[config.mk]
export PLATFORM = sky130hd
export DESIGN_NAME = mba_front
export DESIGN_NICKNAME = d
export VERILOG_FILES = /design/src/rtl/mba_pkg.sv /design/src/rtl/mba_sync.sv /design/src/rtl/mba_front.sv
export VERILOG_INCLUDE_DIRS = /design/src /design/src/rtl
export SDC_FILE = /design/constraint.sdc
export NUM_CORES = 1
export LEC_CHECK = 0
export BUFFER_PORTS_ARGS = -buffer_cell sky130_fd_sc_hd__buf_2
export CAP_MARGIN = 5
export CORE_MARGIN = 1.5
export CORE_UTILIZATION = 50
export DETAILED_ROUTE_END_ITERATION = 16
export PLACE_DENSITY = 0.73
export SYNTH_ARGS = -nofsm -noshare
export SYNTH_HDL_FRONTEND = slang
export SYNTH_HIERARCHICAL = 1
export SYNTH_SLANG_ARGS = --single-unit
[constraint.sdc]
create_clock -name clk -period 1.4 [get_ports clk]
set_input_delay 0.42 -clock clk [delete_from_list [all_inputs] [get_ports clk]]
set_output_delay 0.42 -clock clk [all_outputs]
set_load 0.01 [all_outputs]
[src/rtl/mba_consts.svh]
// constants for the bus arbiter front end
// Overview of operation
// [RL1] request, hold and release shared bus
// [RL2] outside logic picks cycles and priority
// [RL3] processor and bus state machines cooperate
// [RL4] request/priority signals suit chained resolution
// [RL5] processor machine steps on clock falling edge
// [RL6] shared input active from status or hold
// [RL7] high at reset release selects hold mode
// [RL8] low at reset release selects status mode
// [RL9] status low on falling edge starts cycle
// [RL10] select high after status requests bus
// [RL11] select resampled each falling edge
// [RL12] ready low ends cycle, high continues
// [RL13] reset puts both machines in idle
// [RL14] both status high means idle
`ifndef MBA_CONSTS_SVH
`define MBA_CONSTS_SVH
`define MBA_SYNC_DEPTH 2
`define MBA_MODE_STATUS 1'b0
`define MBA_MODE_HOLD   1'b1
`endif

[src/rtl/mba_pkg.sv]
// types for the bus arbiter front end
package mba_pkg;
  typedef enum logic [1:0] {
    MBA_P_IDLE  = 2'b00,
    MBA_P_CYCLE = 2'b01,
    MBA_P_SYS   = 2'b10
  } mba_proc_state_t;
  typedef enum logic [1:0] {
    MBA_B_IDLE = 2'b00,
    MBA_B_REQ  = 2'b01,
    MBA_B_OWN  = 2'b10
  } mba_bus_state_t;
  typedef struct packed {
    logic status_or_hold_in;
    logic status_line_one;
    logic mem_io_select;
    logic system_or_resident_select;
    logic ready_n;
    logic sys_clk;
    logic bus_clk;
    logic bus_grant;
  } mba_pins_t;
endpackage : mba_pkg

[src/rtl/mba_sync.sv]
// two-stage synchroniser for a pin group
`timescale 1ns/1ps
module mba_sync #(
  parameter int WIDTH = 8
) (
  // clock
  input  wire logic             clk,
  // pins
  input  wire logic [WIDTH-1:0] d,
  output logic      [WIDTH-1:0] q
);
  logic [WIDTH-1:0] meta_reg;
  // no reset: the mode pin must be seen while reset is held
  always_ff @(posedge clk) begin
    meta_reg <= d;
    q        <= meta_reg;
  end
endmodule : mba_sync

[src/rtl/mba_front.sv]
// processor-side and bus-side machines of the arbiter front end
`timescale 1ns/1ps
`include "mba_consts.svh"
module mba_front (
  // clock and reset
  input  wire logic         clk,
  input  wire logic         rst,
  // processor, bus controller and bus side pins
  input  wire mba_pkg::mba_pins_t pins,
  // system bus side
  output logic              bus_request,
  output logic              bus_priority_out,
  output logic              bus_owned,
  // status
  output logic              cycle_active,
  output logic              hold_mode
);
  mba_pkg::mba_pins_t s;
  mba_pkg::mba_proc_state_t p_reg, p_next;
  mba_pkg::mba_bus_state_t  b_reg, b_next;
  mba_pkg::mba_bus_state_t  b_upd;
  logic sclk_d_reg, bclk_d_reg, rst_d_reg;
  logic mode_reg, mode_next;

  mba_sync #(.WIDTH($bits(mba_pkg::mba_pins_t))) u_sync (
    .clk (clk),
    .d   (pins),
    .q   (s)
  );

  // ==========================================================
  // edge and input decode
  wire sclk_fall = sclk_d_reg & ~s.sys_clk; // RL5
  wire bclk_fall = bclk_d_reg & ~s.bus_clk;
  wire rst_fall  = rst_d_reg & ~rst;
  assign mode_next = rst_fall ? s.status_or_hold_in : mode_reg; // RL7 RL8
  // shared input asserted by low status or high hold
  wire shared_act = mode_reg ? s.status_or_hold_in
                             : ~s.status_or_hold_in; // RL6
  wire line_one_act = ~s.status_line_one;
  // idle when both status lines high
  wire start = shared_act | line_one_act; // RL9 RL14
  wire sys_sel = s.system_or_resident_select;
  wire done = ~s.ready_n; // RL12
  wire want_bus = (p_reg != mba_pkg::MBA_P_IDLE) & sys_sel;

  // ==========================================================
  // processor-side machine
  always_comb begin
    p_next = p_reg;
    case (p_reg)
      mba_pkg::MBA_P_IDLE:
        if (start) begin
          p_next = mba_pkg::MBA_P_CYCLE; // RL9
        end
      mba_pkg::MBA_P_CYCLE:
        if (done) begin
          p_next = mba_pkg::MBA_P_IDLE; // RL12
        end else if (sys_sel) begin
          p_next = mba_pkg::MBA_P_SYS; // RL10
        end
      mba_pkg::MBA_P_SYS:
        if (done | ~sys_sel) begin
          p_next = mba_pkg::MBA_P_IDLE; // RL11
        end
      default: p_next = mba_pkg::MBA_P_IDLE;
    endcase
  end

  // ==========================================================
  // bus-side machine
  always_comb begin
    b_next = b_reg;
    case (b_reg)
      mba_pkg::MBA_B_IDLE:
        if (want_bus) begin
          b_next = mba_pkg::MBA_B_REQ; // RL1
        end
      mba_pkg::MBA_B_REQ:
        if (s.bus_grant) begin
          b_next = mba_pkg::MBA_B_OWN; // RL4
        end else if (!want_bus) begin
          b_next = mba_pkg::MBA_B_IDLE;
        end
      mba_pkg::MBA_B_OWN:
        if (!want_bus) begin
          b_next = mba_pkg::MBA_B_IDLE; // RL1
        end
      default: b_next = mba_pkg::MBA_B_IDLE;
    endcase
  end

  // bus state as it stands once this clock has passed
  assign b_upd = bclk_fall ? b_next : b_reg;

  always_ff @(posedge clk) begin
    if (rst) begin
      p_reg      <= mba_pkg::MBA_P_IDLE; // RL13
      b_reg      <= mba_pkg::MBA_B_IDLE; // RL13
      sclk_d_reg <= 1'b0;
      bclk_d_reg <= 1'b0;
      mode_reg   <= `MBA_MODE_STATUS;
    end else begin
      sclk_d_reg <= s.sys_clk;
      bclk_d_reg <= s.bus_clk;
      mode_reg   <= mode_next;
      if (sclk_fall) begin
        p_reg <= p_next; // RL3 RL5
      end
      if (bclk_fall) begin
        b_reg <= b_next; // RL3
      end
    end
  end

  always_ff @(posedge clk) begin
    rst_d_reg <= rst;
  end

  // ==========================================================
  // registered outputs
  always_ff @(posedge clk) begin
    if (rst) begin
      bus_request      <= 1'b0;
      bus_priority_out <= 1'b0;
      bus_owned        <= 1'b0;
      cycle_active     <= 1'b0;
      hold_mode        <= `MBA_MODE_STATUS;
    end else begin
      bus_request      <= (b_upd != mba_pkg::MBA_B_IDLE); // RL1
      // pass priority down the chain while granted and the bus machine is idle
      bus_priority_out <= s.bus_grant & (b_reg == mba_pkg::MBA_B_IDLE); // RL4
      bus_owned        <= (b_upd == mba_pkg::MBA_B_OWN); // RL1
      cycle_active     <= (p_reg != mba_pkg::MBA_P_IDLE);
      hold_mode        <= mode_reg;
    end
  end

  // ==========================================================
  // reset and mode checks
  a_reset_idle: assert property (@(posedge clk) rst |=> !bus_request) // RL13
    else $error("request during reset");
  a_reset_quiet: assert property (@(posedge clk) // RL13
    rst |=> !bus_owned && !cycle_active && !hold_mode)
    else $error("outputs active during reset");
  a_mode_latch: assert property (@(posedge clk) // RL7
    rst_fall |=> mode_reg == $past(s.status_or_hold_in))
    else $error("mode not latched");
  a_mode_hold: assert property (@(posedge clk) disable iff (rst) // RL8
    !rst_fall |=> $stable(mode_reg))
    else $error("mode changed");
  a_hold_start: assert property (@(posedge clk) disable iff (rst) // RL6
    sclk_fall && p_reg == mba_pkg::MBA_P_IDLE && mode_reg
    && s.status_or_hold_in |=> p_reg == mba_pkg::MBA_P_CYCLE)
    else $error("hold request did not start cycle");

  // ==========================================================
  // processor machine checks
  a_step_fall: assert property (@(posedge clk) disable iff (rst) // RL5
    !sclk_fall |=> $stable(p_reg))
    else $error("processor machine moved off edge");
  a_idle_start: assert property (@(posedge clk) disable iff (rst) // RL14
    sclk_fall && p_reg == mba_pkg::MBA_P_IDLE && !start
    |=> p_reg == mba_pkg::MBA_P_IDLE)
    else $error("cycle started while idle");
  a_ready_ends: assert property (@(posedge clk) disable iff (rst) // RL12
    sclk_fall && p_reg != mba_pkg::MBA_P_IDLE && done
    |=> p_reg == mba_pkg::MBA_P_IDLE)
    else $error("ready did not end cycle");
  a_start_cycle: assert property (@(posedge clk) disable iff (rst) // RL9
    sclk_fall && p_reg == mba_pkg::MBA_P_IDLE && start
    |=> p_reg == mba_pkg::MBA_P_CYCLE)
    else $error("start missed");
  a_sys_req: assert property (@(posedge clk) disable iff (rst) // RL10
    sclk_fall && p_reg == mba_pkg::MBA_P_CYCLE && sys_sel && !done
    |=> p_reg == mba_pkg::MBA_P_SYS)
    else $error("system select ignored");
  a_sel_drop: assert property (@(posedge clk) disable iff (rst) // RL11
    sclk_fall && p_reg == mba_pkg::MBA_P_SYS && !sys_sel
    |=> p_reg == mba_pkg::MBA_P_IDLE)
    else $error("select drop ignored");
  a_sys_stays: assert property (@(posedge clk) disable iff (rst) // RL11
    sclk_fall && p_reg == mba_pkg::MBA_P_SYS && sys_sel && !done
    |=> p_reg == mba_pkg::MBA_P_SYS)
    else $error("system cycle left early");
  a_local_stays: assert property (@(posedge clk) disable iff (rst) // RL11
    sclk_fall && p_reg == mba_pkg::MBA_P_CYCLE && !sys_sel && !done
    |=> p_reg == mba_pkg::MBA_P_CYCLE)
    else $error("resident cycle left early");

  // ==========================================================
  // bus machine checks
  a_bus_step: assert property (@(posedge clk) disable iff (rst) // RL3
    !bclk_fall |=> $stable(b_reg))
    else $error("bus machine moved off edge");
  a_bus_request: assert property (@(posedge clk) disable iff (rst) // RL1
    bclk_fall && b_reg == mba_pkg::MBA_B_IDLE && want_bus
    |=> b_reg == mba_pkg::MBA_B_REQ)
    else $error("bus not requested");
  a_req_wait: assert property (@(posedge clk) disable iff (rst) // RL4
    bclk_fall && b_reg == mba_pkg::MBA_B_REQ && want_bus && !s.bus_grant
    |=> b_reg == mba_pkg::MBA_B_REQ)
    else $error("request dropped while waiting");
  a_grant_owns: assert property (@(posedge clk) disable iff (rst) // RL4
    bclk_fall && b_reg == mba_pkg::MBA_B_REQ && s.bus_grant
    |=> b_reg == mba_pkg::MBA_B_OWN)
    else $error("grant not taken");
  a_bus_release: assert property (@(posedge clk) disable iff (rst) // RL1
    bclk_fall && b_reg == mba_pkg::MBA_B_OWN && !want_bus
    |=> b_reg == mba_pkg::MBA_B_IDLE)
    else $error("bus not released");
  a_owned_req: assert property (@(posedge clk) disable iff (rst) // RL1
    bus_owned |-> bus_request)
    else $error("owned without request");
  a_prio_idle: assert property (@(posedge clk) disable iff (rst) // RL4
    bus_priority_out |-> !bus_owned)
    else $error("priority passed while owning");

  // ==========================================================
  // scenarios covered
  c_sys_cycle: cover property (@(posedge clk) p_reg == mba_pkg::MBA_P_SYS);
  c_bus_own: cover property (@(posedge clk) b_reg == mba_pkg::MBA_B_OWN);
  c_hold_mode: cover property (@(posedge clk) mode_reg);
  c_bus_wait: cover property (@(posedge clk)
    b_reg == mba_pkg::MBA_B_REQ && !s.bus_grant);
  c_prio_pass: cover property (@(posedge clk) bus_priority_out);
endmodule : mba_front

==> impl_metrics.ini <==
[status]
status = finished clean

[grt]
grt_max_degree = 16
grt_use_total = 0.135
use_met3 = 0.0426
grt-busiest-layer = met2
grt_pass1_vias = 489
use_met2 = 0.233
grt_antenna_before_repair = 0
grt_remaining_overflow = 0
grtUsageMet1 = 0.152
grt_pass1_wl_um = 1860

[drt]
vias = 517
wl_um = 1050
antenna_left = 0
first_pass_iters = 3
vias_per_cell = 5.33
drc = 0
drt_iter0_drc = 9
post_drt_wl_per_cell_um = 10.8

[min_path]
min-delay-start = pins[2]
holdPathEnd = u_sync/meta_reg[2]
hp-class = in2reg
holdPathStages = 1

[sta]
tightest_slew_ps = 290
rsz0062_at_grt = false
hold_viol = 0
relSlewSlack = 0.804
setup_viol = 0
layout_worst_path_cycle_share = 0.841
skew_ps = 3.91
drv_slew = 0
fmax_ghz = 0.849
tns_ps = 0
period_minus_slack_ps = 1180

[final_layout]
fin_util = 0.603
fin_nets = 92
n_antenna_cell = 0
syn_to_final_growth_pct = 13.8
instances_no_fill = 97
layout-drive-gt1-share = 0.247

[place]
placedCellCount = 93
io_buffers = 13
gp_congestion = 0.718
hpwl_um = 744

[die]
dieWidth_um = 42.7
core-area_um2 = 1490
die_h_um = 42.7
rows = 14
die_area_um2 = 1830
io_pins = 15
start_util = 0.530

[logic_synthesis]
avgSynthCellArea_um2 = 12.1
synth_warnings = 6
syn_area_um2 = 790
syn_inst = 65
syn_nets = 75

[critical_path]
worst_path_max_delay_cell = dfxtp_1
path_max_fanout = 1
ff2ff_setup_slack_ps = 280
required_ps = 980
reg2reg_from = p_reg[0]
crit_path_end_kind = output pin
setup.worst_path.class = reg2out
r2r_end = bus_request
ff2ff_path_depth = 3
cp.buffers_inverters = 1
critPathTopFamily = flip-flops
slowest_delay_ps = 330
cp_cell_sequence = buf_2
critPathArrivalTime_ps = 760
cp-start-kind = flop

[cts]
cts_resized = 0
cts_root_buffer = clkbuf_4
post_cts_buffers = 0
cts_max_path_buffers = 2
clkSinkCount = 27
ctsHoldBuffers = 0
cts_max_level = 1
cts_buffers = 3
clock_latency_ps = 310
cts_tree = built
clk_pin_slew_ps = 130

[power_and_ir_drop]
max-vdd-ir-drop_v = 0.000627
p_leak_nw = 0.367
power_density_nw_per_um2 = 1310

[job]
maxCapViolCount = 0
[worst max-delay path by stage]
| stage | start | to | slack (ps) | cells after the start |
|---|---|---|---|---|
| global route | p_reg[1] | bus_request | 130 | 3 |
| finish | cycle_active | cycle_active | 220 | 1 |
| detailed placement | p_reg[0] | bus_request | 310 | 3 |
| CTS | cycle_active | cycle_active | 200 | 1 |
| floorplan | mode_reg | p_reg[0] | 380 | 3 |
| global placement | p_reg[0] | bus_request | 340 | 3 |
[report_power, final]
| part | internal, mW | switching (mW) | total (mW) |
|---|---|---|---|
| logic | 0.0275 | 0.0222 | 0.0497 |
| clock network | 0.107 | 0.204 | 0.311 |
| registers | 0.802 | 0.0168 | 0.819 |
[per-stage QoR]
stage / instance area (um^2) / total power [mW] / hold WS [ps] / worst slack (ps)
floorplan: 790 / 0.863 / 310 / 378
global placement: 871 / 0.883 / 310 / 335
detailed placement: 871 / 0.886 / 312 / 306
CTS: 898 / 1.19 / 189 / 200
global route: 898 / 1.23 / 170 / 133
finish: 898 / 1.18 / 199 / 222
[placed cells by master, fill, tap and decap left out]
cell type  count
a221oi_1       1
nand3_1        2
nor2b_2        1
and3b_1        1
nand2b_1       3
a21oi_1        5
o211ai_1       1
clkinv_2       1
a2111o_1       1
mux2i_1        2
o21ai_1        2
nor2_1         3
dfxtp_1       27
and2b_2        1
inv_1          1
nand4bb_1      1
clkbuf_4       3
o22ai_1        1
nor2b_1        2
nor4b_1        1
o21a_2         1
a31oi_1        1
nand4b_1       1
nand2_1        3
buf_2         13
xor2_1         1
nor4bb_1       1
[area by class of cell]
| cell class | count | area (um^2) |
|---|---|---|
| Timing Repair Buffer | 13 | 65.1 |
| Inverter | 1 | 3.75 |
| Sequential cell | 27 | 541 |
| Clock buffer | 3 | 22.5 |
| Fill cell | 128 | 591 |
| Multi-Input combinational cell | 36 | 241 |
| Tap cell | 16 | 20.0 |
| Clock inverter | 1 | 5.00 |
[layer usage]
metal	part of all wire	vias up
met5	0	-
met4	0	0
met3	0.049	0
met2	0.48	13
met1	0.47	247
li1	-	257
Note: power is estimated with default switching activity, not from simulation.
